`src/rtl/up_pkg.sv`:
```
package up_pkg;
   localparam int UP_CLK_HZ = 10_000_000;
   localparam int UP_BAUD = 9600;
   localparam int UP_OVERSAMPLE = 16;
   // Rounded down; 65 cycles per tick gives about 0.2 percent rate error
   localparam logic [15:0] UP_OS_DIV =
      16'(UP_CLK_HZ / (UP_BAUD * UP_OVERSAMPLE));
   localparam int UP_DW = 8;
   localparam int UP_CW = $clog2(UP_DW);
   localparam logic [UP_CW-1:0] UP_LAST_BIT = UP_CW'(UP_DW - 1);
   localparam logic [3:0] UP_OS_MID = 4'h7;
   localparam logic [3:0] UP_OS_END = 4'hf;
   localparam logic [1:0] UP_Q_DEPTH = 2'h2;
   localparam logic [1:0] UP_RTS_LEVEL = 2'h1;

   typedef enum logic [2:0] {
      UP_TX_IDLE, UP_TX_DATA, UP_TX_PAR, UP_TX_STOP
   } up_tx_st_t;

   typedef enum logic [2:0] {
      UP_RX_IDLE, UP_RX_START, UP_RX_DATA, UP_RX_PAR, UP_RX_STOP
   } up_rx_st_t;

   typedef struct packed {
      logic tx_en;      // Transmitter enabled
      logic loopback;   // Local loopback
      logic cts_en;     // Honour clear_to_send_in
      logic rts_auto;   // RTS follows receive_queue fill
      logic rts_manual; // RTS level when not automatic
      logic par_en;     // Parity bit present
      logic par_odd;    // Odd parity when set
      logic stop2;      // Two stop bits
      logic pd_req;     // Power-down request
   } up_ctrl_t;

   typedef struct packed {
      logic [UP_DW-1:0] data;
   } up_tx_word_t;

   typedef struct packed {
      logic [UP_DW-1:0] data;
      logic par_err;
   } up_rx_word_t;

   typedef struct packed {
      logic run;
      logic [15:0] div;
      logic [3:0] tx_os;
      logic sclk;
      up_tx_st_t tx_st;
      logic [UP_DW-1:0] tx_sh;
      logic [UP_CW-1:0] tx_cnt;
      logic tx_par;
      logic tx_two;
      logic tx_bit;
      logic tx_line;
      logic [UP_DW-1:0] hold;
      logic hold_v;
      logic tx_ready;
      up_rx_st_t rx_st;
      logic [3:0] rx_os;
      logic [UP_CW-1:0] rx_cnt;
      logic [UP_DW-1:0] rx_sh;
      logic rx_par;
      logic rx_perr;
      logic rx_prev;
      up_rx_word_t [1:0] q_mem;
      logic q_wr;
      logic q_rd;
      logic [1:0] q_cnt;
      logic rx_valid;
      up_rx_word_t rx_out;
      logic ferr;
      logic ovr;
      logic rts;
   } up_state_t;

   localparam up_state_t UP_STATE_RST = '{
      run: 1'b1, tx_bit: 1'b1, tx_line: 1'b1, tx_ready: 1'b1,
      rx_prev: 1'b1, tx_st: UP_TX_IDLE, rx_st: UP_RX_IDLE,
      default: '0};
endpackage : up_pkg

```
`src/rtl/up_uart.sv`:
```
`timescale 1ns/1ns
module up_uart #(
   parameter logic [15:0] BAUD_DIV = up_pkg::UP_OS_DIV,
   parameter logic [1:0] RTS_LEVEL = up_pkg::UP_RTS_LEVEL
) (
   input wire logic core_clk,                 // 10 MHz clock
   input wire logic rst,                      // Sync reset, active high
   input wire up_pkg::up_ctrl_t ctrl,         // Static configuration
   input wire logic tx_valid,                 // Word offered to send
   input wire up_pkg::up_tx_word_t tx_word,   // Word to send
   output logic tx_ready,                     // Holding slot free
   output logic serial_tx_line,               // Serial data out
   input wire logic serial_rx_line,           // Serial data in
   input wire logic clear_to_send_in,         // Remote allows sending
   output logic request_to_send_out,          // Remote may send
   output logic rx_valid,                     // receive_queue head valid
   output up_pkg::up_rx_word_t rx_word,       // receive_queue head
   input wire logic rx_ready,                 // Consumer takes head
   output logic rx_frame_err,                 // Bad stop bit, pulse
   output logic rx_overrun,                   // Word lost, pulse
   output logic serial_clk_run                // Serial clock running
);
   import up_pkg::*;

   if (BAUD_DIV < 16'h0002) begin : g_bad_div
      $error("BAUD_DIV must be at least 2");
   end
   if (RTS_LEVEL == 2'h0 || RTS_LEVEL > UP_Q_DEPTH) begin : g_bad_rts
      $error("RTS_LEVEL must be 1 to queue depth");
   end

   up_state_t s;
   up_state_t n;
   logic rin;
   logic rin_edge;
   logic os_tick;
   logic fall;
   logic start_go;
   logic rx_samp;
   logic push;
   logic pop;
   logic live;

   // Loopback feeds the transmitter's bit straight into the receiver
   assign rin = ctrl.loopback ? s.tx_bit : serial_rx_line;
   assign rin_edge = rin != s.rx_prev;
   assign live = ctrl.tx_en && !ctrl.loopback;

   always_comb begin
      n = s;
      start_go = 1'b0;
      rx_samp = 1'b0;
      push = 1'b0;
      pop = 1'b0;
      n.ferr = 1'b0;
      n.ovr = 1'b0;
      n.rx_prev = rin;
      os_tick = s.run && (s.div == BAUD_DIV - 16'h0001);
      if (os_tick) begin
         n.div = '0;
         n.tx_os = s.tx_os + 4'h1;
      end else if (s.run) begin
         n.div = s.div + 16'h0001;
      end
      n.sclk = n.tx_os[3];
      fall = os_tick && (s.tx_os == UP_OS_END);
      // Serial clock halts only when both directions are quiet
      if (ctrl.pd_req && s.run && s.tx_st == UP_TX_IDLE && !s.hold_v &&
          s.rx_st == UP_RX_IDLE && rin) begin
         n.run = 1'b0;
      end
      if (!s.run && (rin_edge || !ctrl.pd_req)) begin
         n.run = 1'b1;
      end

      if (tx_valid && s.tx_ready) begin
         n.hold = tx_word.data;
         n.hold_v = 1'b1;
      end
      if (!ctrl.tx_en) begin
         n.tx_st = UP_TX_IDLE;
         n.tx_bit = 1'b1;
      end else if (fall) begin
         case (s.tx_st)
            UP_TX_IDLE: begin
               if (s.hold_v &&
                   (!ctrl.cts_en || clear_to_send_in)) begin
                  start_go = 1'b1;
                  n.tx_bit = 1'b0;
                  n.tx_sh = s.hold;
                  n.hold_v = 1'b0;
                  n.tx_cnt = '0;
                  n.tx_par = ctrl.par_odd;
                  n.tx_st = UP_TX_DATA;
               end
            end
            UP_TX_DATA: begin
               n.tx_bit = s.tx_sh[0];
               n.tx_sh = s.tx_sh >> 1;
               n.tx_par = s.tx_par ^ s.tx_sh[0];
               n.tx_cnt = s.tx_cnt + 1'b1;
               if (s.tx_cnt == UP_LAST_BIT) begin
                  n.tx_st = ctrl.par_en ? UP_TX_PAR : UP_TX_STOP;
                  n.tx_two = ctrl.stop2;
               end
            end
            UP_TX_PAR: begin
               n.tx_bit = s.tx_par;
               n.tx_st = UP_TX_STOP;
               n.tx_two = ctrl.stop2;
            end
            UP_TX_STOP: begin
               n.tx_bit = 1'b1;
               if (s.tx_two) begin
                  n.tx_two = 1'b0;
               end else begin
                  n.tx_st = UP_TX_IDLE;
               end
            end
            default: begin
               n.tx_st = UP_TX_IDLE;
            end
         endcase
      end
      n.tx_line = live ? n.tx_bit : 1'b1;
      n.tx_ready = !n.hold_v;

      if (os_tick) begin
         n.rx_os = s.rx_os + 4'h1;
         case (s.rx_st)
            UP_RX_IDLE: begin
               if (!rin) begin
                  n.rx_st = UP_RX_START;
                  n.rx_os = '0;
               end
            end
            UP_RX_START: begin
               // Glitch shorter than half a bit is not a start bit
               if (s.rx_os == UP_OS_MID) begin
                  n.rx_st = rin ? UP_RX_IDLE : UP_RX_DATA;
                  n.rx_os = '0;
                  n.rx_cnt = '0;
                  n.rx_par = ctrl.par_odd;
                  n.rx_perr = 1'b0;
               end
            end
            UP_RX_DATA: begin
               if (s.rx_os == UP_OS_END) begin
                  rx_samp = 1'b1;
                  n.rx_sh = {rin, s.rx_sh[UP_DW-1:1]};
                  n.rx_par = s.rx_par ^ rin;
                  n.rx_cnt = s.rx_cnt + 1'b1;
                  if (s.rx_cnt == UP_LAST_BIT) begin
                     n.rx_st = ctrl.par_en ? UP_RX_PAR : UP_RX_STOP;
                  end
               end
            end
            UP_RX_PAR: begin
               if (s.rx_os == UP_OS_END) begin
                  n.rx_perr = s.rx_par != rin;
                  n.rx_st = UP_RX_STOP;
               end
            end
            UP_RX_STOP: begin
               if (s.rx_os == UP_OS_END) begin
                  n.rx_st = UP_RX_IDLE;
                  push = rin;
                  n.ferr = !rin;
               end
            end
            default: begin
               n.rx_st = UP_RX_IDLE;
            end
         endcase
      end

      pop = s.rx_valid && rx_ready;
      if (pop) begin
         n.q_rd = !s.q_rd;
      end
      // A word arriving while full is dropped unless the head leaves now
      if (push && (s.q_cnt != UP_Q_DEPTH || pop)) begin
         n.q_mem[s.q_wr] = '{data: s.rx_sh, par_err: s.rx_perr};
         n.q_wr = !s.q_wr;
         n.q_cnt = pop ? s.q_cnt : s.q_cnt + 2'h1;
      end else begin
         n.ovr = push;
         n.q_cnt = pop ? s.q_cnt - 2'h1 : s.q_cnt;
      end
      n.rx_valid = n.q_cnt != 2'h0;
      n.rx_out = n.q_mem[n.q_rd];
      n.rts = ctrl.rts_auto ? (n.q_cnt < RTS_LEVEL)
                            : ctrl.rts_manual;
   end

   always_ff @(posedge core_clk) begin
      if (rst) begin
         s <= UP_STATE_RST;
      end else begin
         s <= n;
      end
   end

   assign serial_tx_line = s.tx_line;
   assign request_to_send_out = s.rts;
   assign tx_ready = s.tx_ready;
   assign rx_valid = s.rx_valid;
   assign rx_word = s.rx_out;
   assign rx_frame_err = s.ferr;
   assign rx_overrun = s.ovr;
   assign serial_clk_run = s.run;
endmodule : up_uart

```
`config.mk`:
```
export PLATFORM = sky130hd
export DESIGN_NAME = up_uart
export DESIGN_NICKNAME = d
export VERILOG_FILES = /design/src/rtl/up_pkg.sv /design/src/rtl/up_uart.sv
export SDC_FILE = /design/constraint.sdc
export NUM_CORES = 1
export LEC_CHECK = 0
export ABC_AREA = 1
export BUFFER_PORTS_ARGS = -buffer_cell sky130_fd_sc_hd__buf_2
export CORE_MARGIN = 2
export CORE_UTILIZATION = 60
export CTS_BUF_LIST = sky130_fd_sc_hd__clkbuf_8
export CTS_CLUSTER_SIZE = 20
export DETAILED_ROUTE_END_ITERATION = 10
export PLACE_DENSITY_LB_ADDON = 0.25
export SLEW_MARGIN = 30
export SYNTH_ARGS = -nofsm -noshare
export SYNTH_HDL_FRONTEND = slang
export SYNTH_SLANG_ARGS = --single-unit
```
`constraint.sdc`:
```
create_clock -name core_clk -period 2 [get_ports core_clk]
set_input_delay 0.4 -clock core_clk [delete_from_list [all_inputs] [get_ports core_clk]]
set_output_delay 0.4 -clock core_clk [all_outputs]
set_load 0.02 [all_outputs]
```
==> results of run 1 <==
==> routing by layer <==
| layer | track usage | vias to the layer above |
|---|---|---|
| li1 | - | 2308 |
| met1 | 0.3278 | 2079 |
| met2 | 0.4232 | 119 |
| met3 | 0.04629 | 10 |
| met4 | 0.08454 | 0 |
| met5 | 0 | - |
==> area by class of cell <==
class / count / area [µm²]
Clock buffer: 9 / 123.9
Clock inverter: 7 / 66.31
Fill cell: 690 / 2636
Inverter: 88 / 332.8
Multi-Input combinational cell: 457 / 2386
Sequential cell: 104 / 2083
Tap cell: 105 / 131.4
Timing Repair Buffer: 57 / 332.8
==> what timing repair did <==
action                                  4_1_cts  5_1_grt
buffers inserted                              0        3
gates resized for setup                       0       10
endpoints found under the setup margin        0       32
==> worst max-delay path, cell delays in order, from the launching register on <==
cell and delay (ns):
dfxtp_1 0.37, ha_1 0.19, nand2_1 0.11, nor2_4 0.14, nand2_1 0.10, nor2_4 0.12
nand4_1 0.18, nor2_2 0.23, nand2_1 0.13, o21ai_0 0.12, nor2_1 0.06
==> kinds of logic after synthesis <==
kind of cell | share of synthesized area
simple gates | 0.2707
compound gates | 0.1558
buf+inv | 0.1032
flops | 0.4209
fa+ha+maj | 0.03289
xor+xnor | 0.01240
mux | 0.004048
==> through the flow <==
| stage | TNS, ns | instances | utilization | power [µW] |
|---|---|---|---|---|
| after global routing | -0.04965 | 827 | 0.6742 | 3939 |
| after floorplan | 0 | 681 | - | 2456 |
| final | 0 | 827 | 0.6742 | 3785 |
| after detailed placement | 0 | 808 | 0.6438 | 2551 |
| after global placement | 0 | 808 | 0.6438 | 2539 |
| after CTS | 0 | 824 | 0.6673 | 3794 |
==> how the worst max path moves through the flow <==
stage / slack (ns) / from / cells after the start / end
detailed placement: 0.13 / s[89] / 9 / s[81]
global route: -0.02 / s[50] / 10 / s[48]
global placement: 0.24 / s[49] / 11 / rx_word[7]
finish: 0.14 / s[50] / 10 / s[27]
floorplan: 0.34 / serial_clk_run / 9 / s[82]
CTS: 0.09 / s[49] / 10 / s[27]
==> placed cells by master, fill, tap and decap left out, types with 2 or more instances in the layout <==
cell / synthesis / final
xor2_1: 4 / 4
a22o_1: 2 / 2
nand3_2: 2 / 2
nor3b_1: 3 / 3
o211a_1: 2 / 2
o22ai_1: 2 / 2
xnor2_1: 3 / 3
ha_1: 13 / 13
nand3_1: 32 / 31
nor2_1: 80 / 78
inv_6: 0 / 3
nor2_4: 2 / 3
nor2_2: 3 / 4
a32o_1: 2 / 2
dfxtp_1: 104 / 103
nand2_4: 1 / 2
a22oi_1: 2 / 2
o21ai_1: 0 / 2
clkinv_1: 3 / 3
nor3_2: 1 / 2
inv_1: 83 / 84
clkbuf_8: 0 / 9
o21ai_0: 45 / 43
o211ai_1: 2 / 2
a21oi_1: 68 / 68
nand4_1: 30 / 30
buf_4: 12 / 19
o21a_1: 2 / 2
nand2_1: 129 / 129
mux2i_1: 2 / 2
a211oi_1: 6 / 6
nor3_1: 8 / 7
buf_2: 4 / 38
==> power groups by stage <==
stage / Combinational, µW / Sequential, µW / Clock [µW]
2_1_floorplan: 256 / 2200 / 0
3_3_place_gp: 348 / 2190 / 0
3_5_place_dp: 357 / 2190 / 0
4_1_cts: 359 / 2150 / 1290
5_1_grt: 406 / 2150 / 1380
6_report: 362 / 2150 / 1280
==> qor.csv, run 1 <==
metric,value,unit
Nets,753,
Hold Crit Class,in2reg,
# hold bufs at CTS,0,
Mapped Area,0.004946,mm²
Num CTS Buffers,9,
final hold vios,0,
fmax,537.8,MHz
initial antenna violation count,0,
worst r2r src,s[50],
combinational power share,0.096,
Hold Path Sink,serial_clk_run,
Top reg by flops,s,
htree depth,3,
die width,94.79,µm
R2R depth,10,
Hold Path Depth,2,
Final period util,0.9296,
switching share of power,0.2777,
placement row count,33,
io pins,39,
DRT iter0 DRCs,163,
Clock Power Share,0.337,
fin area,0.005456,mm²
sequential fraction of design power,0.567,
outcome,"finished, final reports clean",
met3 routed WL,487,µm
CP arrival,2.12,ns
Vias,4516,
hold path startpoint,ctrl[0],
hold slack,0.2449,ns
Synth top area share,0.4209,
number of diodes,0,
Highest Signal Layer,met4,
Worst-Margin Slew,0.5701,ns
Max-Cap Viols,0,
Worst R2R End,s[27],
Area Growth Syn to Fin,10.32,%
Int Pwr,2734,µW
post-placement cell area,0.005210,mm²
final setup fails,0,
path type of the worst setup path,reg2reg,
startpoint types,flip-flop,
dpl hpwl,7625,µm
P_sw,1051,µW
Post-synth EDFFs,0,
Yosys cell types,44,
largest net degree at the start of global routing,33,
Synth area leaders,"dfxtp_1 42%, nand2_1 9.8%, a21oi_1 6.9%",
clock buffer depth,2,
vias in the first global route,4040,
Yosys warning count,0,
Max-slew headroom,0.6176,
M1 wire length,4972,µm
Setup crit end kind,flip-flop,
Pwr Density,693.7,mW/mm²
sequential fraction of the synthesis area,0.4209,
Max Slew Vio Count,0,
max FFs per register,88,
clock latency on the worst-skew pair,0.38,ns
most common flop cell mapped by yosys,dfxtp_1,
crit-path max FO,4,
min Tclk post-route,1.859,ns
Core Region,0.008093,mm²
Critical Path RT,2.27,ns
DRT Wirelength,10820,µm
layout cells sized above 1,0.1316,
setup ws final,0.1407,ns
PortBufs,38,
Commonest cells post-synth,"129 x nand2_1, 104 x dfxtp_1, 83 x inv_1",
GR Overflow Total,0,
Die Y,94.79,µm
clock skew,0.01203,ns
"CTS clk-pin slew, worst paths",0.10,ns
Root Driver,clkbuf_8,
overall routing resource usage,0.2524,
syn nets,717,
Post-Place Setup Slack,0.1344,ns
DR DRC count,0,
asr flop ratio synth,0,
GP Congestion,0.9105,
metal2 WL,5227,µm
post-route ant nets,0,
most frequent cell after synthesis,nand2_1,
Pleak,0.002418,µW
clock sinks,104,
First-pass DRT Iterations,4,
#FFs+latches synth,104,
cells after synthesis,681,
drt via density,5.461,
"setup slack, reg-to-reg",0.14,ns
Initial Util,0.6112,
worst vdd ir,0.0003956,V
first-pass GRT wire length,17930,µm
area of the die,0.008985,mm²
CTS tree,yes,
Synth area leader,dfxtp_1,
Routed WL per cell,13.08,µm
synthesized area per cell,7.263,µm²
Note: power is estimated with default switching activity, not from simulation.
==> run 2, diff against run 1 <==
--- a/config.mk
+++ b/config.mk
@@ -12,7 +12,7 @@
 export CTS_BUF_LIST = sky130_fd_sc_hd__clkbuf_8
 export CTS_CLUSTER_SIZE = 20
 export DETAILED_ROUTE_END_ITERATION = 10
-export PLACE_DENSITY_LB_ADDON = 0.25
+export PLACE_DENSITY = 0.8
 export SLEW_MARGIN = 30
 export SYNTH_ARGS = -nofsm -noshare
 export SYNTH_HDL_FRONTEND = slang
==> qor.csv, run 2 (synthesis results as in run 1) <==
metric,value,unit,change
outcome,"finished, final reports clean",,unchanged
initial antenna violation count,0,,unchanged
Die Y,94.79,µm,unchanged
largest net degree at the start of global routing,26,,was 33
Top reg by flops,s,,unchanged
Area Growth Syn to Fin,9.512,%,was 10.32%
PortBufs,38,,unchanged
"CTS clk-pin slew, worst paths",0.10,ns,about the same
max FFs per register,88,,unchanged
Hold Crit Class,in2reg,,unchanged
Pleak,0.002381,µW,was 0.002418 µW
Resized cells post-CTS,0,,unchanged
"setup slack, reg-to-reg",0.20,ns,was 0.14 ns
min Tclk post-route,1.805,ns,was 1.859 ns
# Post-CTS Setup Buffers,0,,unchanged
RSZ-0062 raised after global routing,no,,
io pins,39,,unchanged
Hold Path Depth,2,,unchanged
drt via density,5.443,,was 5.461
Num CTS Buffers,9,,unchanged
startpoint types,flip-flop,,unchanged
R2R depth,10,,unchanged
Pwr Density,687.3,mW/mm²,was 693.7 mW/mm²
Post-Place Setup Slack,0.1742,ns,was 0.1344 ns
Final period util,0.9024,,was 0.9296
Critical Path RT,2.27,ns,about the same
path type of the worst setup path,reg2reg,,unchanged
worst r2r src,s[49],,was s[50]
final hold vios,0,,unchanged
Int Pwr,2717,µW,was 2734 µW
GR Overflow Total,0,,unchanged
Clock Power Share,0.327,,was 0.337
worst vdd ir,0.0003598,V,was 0.0003956 V
overall routing resource usage,0.2467,,was 0.2524
setup ws final,0.1952,ns,was 0.1407 ns
Worst-Margin Slew,0.5627,ns,was 0.5701 ns
vias in the first global route,3993,,was 4040
first-pass GRT wire length,17620,µm,was 17930 µm
Max-slew headroom,0.6226,,was 0.6176
dpl hpwl,7451,µm,was 7625 µm
Initial Util,0.6112,,unchanged
Setup crit end kind,flip-flop,,unchanged
First-pass DRT Iterations,5,,was 4
DRT iter0 DRCs,216,,was 163
Vias,4485,,was 4516
Nets,751,,was 753
P_sw,1006,µW,was 1051 µW
DR DRC count,0,,unchanged
Root Driver,clkbuf_8,,unchanged
htree depth,3,,unchanged
Worst R2R End,rx_word[1],,was s[27]
area of the die,0.008985,mm²,unchanged
layout cells sized above 1,0.1266,,was 0.1316
switching share of power,0.2702,,was 0.2777
# hold bufs at CTS,0,,unchanged
"most common cell after layout, fill and taps aside",nand2_1,,unchanged
hold path startpoint,ctrl[0],,unchanged
fmax,554.1,MHz,was 537.8 MHz
combinational power share,0.096,,about the same
Max-Cap Viols,0,,unchanged
Hold Path Sink,serial_clk_run,,unchanged
final setup fails,0,,unchanged
CTS tree,yes,,unchanged
clock latency on the worst-skew pair,0.38,ns,about the same
CP arrival,2.07,ns,was 2.12 ns
clock skew,0.01209,ns,was 0.01203 ns
clock buffer depth,2,,unchanged
hold slack,0.2535,ns,was 0.2449 ns
placement row count,33,,unchanged
DRT Wirelength,10290,µm,was 10820 µm
Routed WL per cell,12.49,µm,was 13.08 µm
Max Slew Vio Count,0,,unchanged
sequential fraction of design power,0.577,,was 0.567
Setup Total Neg Slack,0,ns,unchanged
post-route ant nets,0,,unchanged
number of diodes,0,,unchanged
fin cells,824,,was 827
placed insts,809,,was 808
most frequent cells in the layout,"129 x nand2_1, 104 x dfxtp_1, 83 x inv_1",,"was 129 x nand2_1, 103 x dfxtp_1, 84 x inv_1"
die width,94.79,µm,unchanged
clock sinks,104,,unchanged
GP Congestion,0.9158,,was 0.9105
crit-path max FO,4,,unchanged
Core Region,0.008093,mm²,unchanged
run 2: cell count changes in the layout (fill, tap and decap cells not counted), sizes merged:
cell and delta:
buf -2, inv -3, clkinv +2
run 2: through the flow:
step           utilization  total power, µW  area [µm²]
2_1_floorplan            -             2456        4946
3_3_place_gp        0.6447             2539        5218
3_5_place_dp        0.6447             2550        5218
4_1_cts             0.6668             3746        5396
5_1_grt             0.6693             3902        5416
6_report            0.6693             3723        5416
run 2: layout make-up:
class	count	area, µm²
Multi-Input combinational cell	457	2374
Clock inverter	6	55.05
Timing Repair Buffer	55	317.8
Clock buffer	9	123.9
Inverter	88	332.8
Fill cell	715	2676
Sequential cell	104	2082
Tap cell	105	131.4
run 2: how the worst max path moves through the flow:
stage,start,depth (start not counted),endpoint,slack [ns]
floorplan,serial_clk_run,9,s[82],0.34
global placement,s[49],11,rx_word[8],0.23
detailed placement,s[89],9,s[81],0.17
CTS,s[49],11,rx_word[2],0.15
global route,serial_clk_run,9,s[54],0.006
finish,s[49],10,rx_word[1],0.20
run 2: critical path, stage by stage, from the launching register on:
cell,delay [ns]
dfxtp_1,0.39
ha_1,0.18
nand2_1,0.08
nor2_2,0.15
nand2_1,0.11
nor2_4,0.12
nand4_1,0.17
nor2_1,0.24
nand2_1,0.10
o211ai_1,0.10
nand2_1,0.07
run 2: routing by layer:
metal / vias up / track usage / part of all wire
li1: 2297 / - / -
met4: 0 / 0.09179 / 0.017
met2: 136 / 0.4119 / 0.47
met5: - / 0 / 0
met3: 15 / 0.04709 / 0.058
met1: 2037 / 0.3166 / 0.46
run 2: power by group through the flow:
stage / clock, µW / combinational [µW] / sequential [µW]
finish: 1220 / 359 / 2150
global route: 1350 / 401 / 2150
CTS: 1240 / 355 / 2150
detailed placement: 0 / 354 / 2200
global placement: 0 / 346 / 2190
floorplan: 0 / 256 / 2200
==> run 3, diff against run 2 <==
--- a/config.mk
+++ b/config.mk
@@ -7,11 +7,11 @@
 export LEC_CHECK = 0
 export ABC_AREA = 1
 export BUFFER_PORTS_ARGS = -buffer_cell sky130_fd_sc_hd__buf_2
-export CORE_MARGIN = 2
 export CORE_UTILIZATION = 60
 export CTS_BUF_LIST = sky130_fd_sc_hd__clkbuf_8
 export CTS_CLUSTER_SIZE = 20
 export DETAILED_ROUTE_END_ITERATION = 10
+export GPL_ROUTABILITY_DRIVEN = 0
 export PLACE_DENSITY = 0.8
 export SLEW_MARGIN = 30
 export SYNTH_ARGS = -nofsm -noshare
==> qor.csv, run 3 (synthesis results as in run 1) <==
metric,value,unit,change
Final period util,0.9062,,was 0.9024
placement row count,32,,was 33
Vias,4507,,was 4485
die width,92.79,µm,was 94.79 µm
area of the die,0.008610,mm²,was 0.008985 mm²
vias in the first global route,4011,,was 3993
CTS tree,yes,,unchanged
min Tclk post-route,1.812,ns,was 1.805 ns
Worst-Margin Slew,0.4560,ns,was 0.5627 ns
DRT iter0 DRCs,217,,was 216
"CTS clk-pin slew, worst paths",0.10,ns,about the same
# fillers,679,,was 715
Max-slew headroom,0.6953,,was 0.6226
Pwr Total,3901,µW,was 3723 µW
Root Driver,clkbuf_8,,unchanged
DRT Wirelength,10370,µm,was 10290 µm
dpl hpwl,7555,µm,was 7451 µm
largest net degree at the start of global routing,27,,was 26
Top reg by flops,s,,unchanged
Die Y,92.79,µm,was 94.79 µm
setup ws final,0.1875,ns,was 0.1952 ns
Pwr Density,714.7,mW/mm²,was 687.3 mW/mm²
fmax,551.7,MHz,was 554.1 MHz
"most common cell after layout, fill and taps aside",nand2_1,,unchanged
max FFs per register,88,,unchanged
footprint of the multi-input gates,0.002371,mm²,was 0.002374 mm²
path type of the worst setup path,reg2reg,,unchanged
Num CTS Buffers,9,,unchanged
register area,0.002083,mm²,was 0.002082 mm²
fin util,0.6955,,was 0.6693
crit-path max FO,6,,was 4
Hold Crit Class,in2reg,,unchanged
startpoint types,flip-flop,,unchanged
overall routing resource usage,0.2556,,was 0.2467
worst stage delay on the critical path,0.34,ns,was 0.39 ns
most frequent cells in the layout,"129 x nand2_1, 103 x dfxtp_1, 83 x inv_1",,"was 129 x nand2_1, 104 x dfxtp_1, 83 x inv_1"
post-route ant nets,0,,unchanged
clock skew,0.01646,ns,was 0.01209 ns
First-pass DRT Iterations,5,,unchanged
CP Buf/Inv Count,1,,was 0
Post-Place Setup Slack,0.1373,ns,was 0.1742 ns
Max-Cap Viols,0,,unchanged
first-pass GRT wire length,17880,µm,was 17620 µm
# hold bufs at CTS,0,,unchanged
GR Overflow Total,0,,unchanged
Setup Total Neg Slack,0,ns,unchanged
Core Region,0.007848,mm²,was 0.008093 mm²
clock sinks,104,,unchanged
io pins,39,,unchanged
worst vdd ir,0.0005214,V,was 0.0003598 V
htree depth,3,,unchanged
CP cell instances,"inv_1, ha_1, nand3_1, nor2_1, nand2_2, a21oi_2, nand2_1, o21ai_0, a21oi_1",,"was ha_1, nand2_1, nor2_2, nand2_1, nor2_4, nand4_1, nor2_1, nand2_1, o211ai_1, nand2_1"
Area Growth Syn to Fin,10.35,%,was 9.512%
Critical Path RT,2.26,ns,was 2.27 ns
clock buffer depth,2,,unchanged
final setup fails,0,,unchanged
outcome,"finished, final reports clean",,unchanged
Max Slew Vio Count,0,,unchanged
PortBufs,38,,unchanged
"delay-heaviest family, CP",simple AND/OR/NAND/NOR gates,,unchanged
Setup crit end kind,flip-flop,,unchanged
Nets,753,,was 751
initial antenna violation count,0,,unchanged
layout cells sized above 1,0.1302,,was 0.1266
DR DRC count,0,,unchanged
RSZ-0062 raised after global routing,yes,,was no
CP arrival,2.08,ns,was 2.07 ns
hold slack,0.2551,ns,was 0.2535 ns
final hold vios,0,,unchanged
clock latency on the worst-skew pair,0.37,ns,was 0.38 ns
"Slowest-stage cell, CP",dfxtp_1,,unchanged
number of diodes,0,,unchanged
Routed WL per cell,12.59,µm,was 12.49 µm
Initial Util,0.6303,,was 0.6112
Pleak,0.002404,µW,was 0.002381 µW
drt via density,5.470,,was 5.443
## run 3: path summary, 6_finish.rpt
check          start        endpoint  slack, ns  cells past startpoint
max reg2reg    s[89]           s[53]       0.19                      9
min          ctrl[0]  serial_clk_run       0.26                      2
min reg2reg    s[64]           s[64]       0.45                      2
max            s[89]           s[53]       0.19                      9
## run 3: timing repair
action | 4_1_cts | 5_1_grt
setup endpoints to repair | 0 | 10
resized for setup | 0 | 4
buffers inserted | 0 | 0
## run 3: metrics by stage
stage / cells / area [µm²]
final: 824 / 5458
after CTS: 824 / 5439
after global routing: 824 / 5458
after floorplan: 681 / 4946
after detailed placement: 808 / 5229
after global placement: 808 / 5229
## run 3: report_power, final
part / internal [µW] / total (µW) / switching (µW)
Sequential: 2120 / 2150 / 23.2
Combinational: 130 / 360 / 230
Clock: 608 / 1390 / 785
Total: 2860 / 3900 / 1040
## run 3: area by class of cell
type	instances	share of cell area
sequential	104	0.3817
tap	102	0.02338
clock inverter	7	0.01582
clock buffer	9	0.02270
multi-input combinational	457	0.4344
timing repair buffer	57	0.06098
inverter	88	0.06098
## run 3: per-layer routing
metal | global-route usage | up-vias | routed length (µm) | share of wire
li1 | - | 2313 | - | -
met1 | 0.3309 | 2034 | 4847 | 0.47
met2 | 0.4332 | 144 | 4843 | 0.47
met3 | 0.03038 | 16 | 494 | 0.048
met4 | 0.09872 | 0 | 189 | 0.018
met5 | 0 | - | 0 | 0
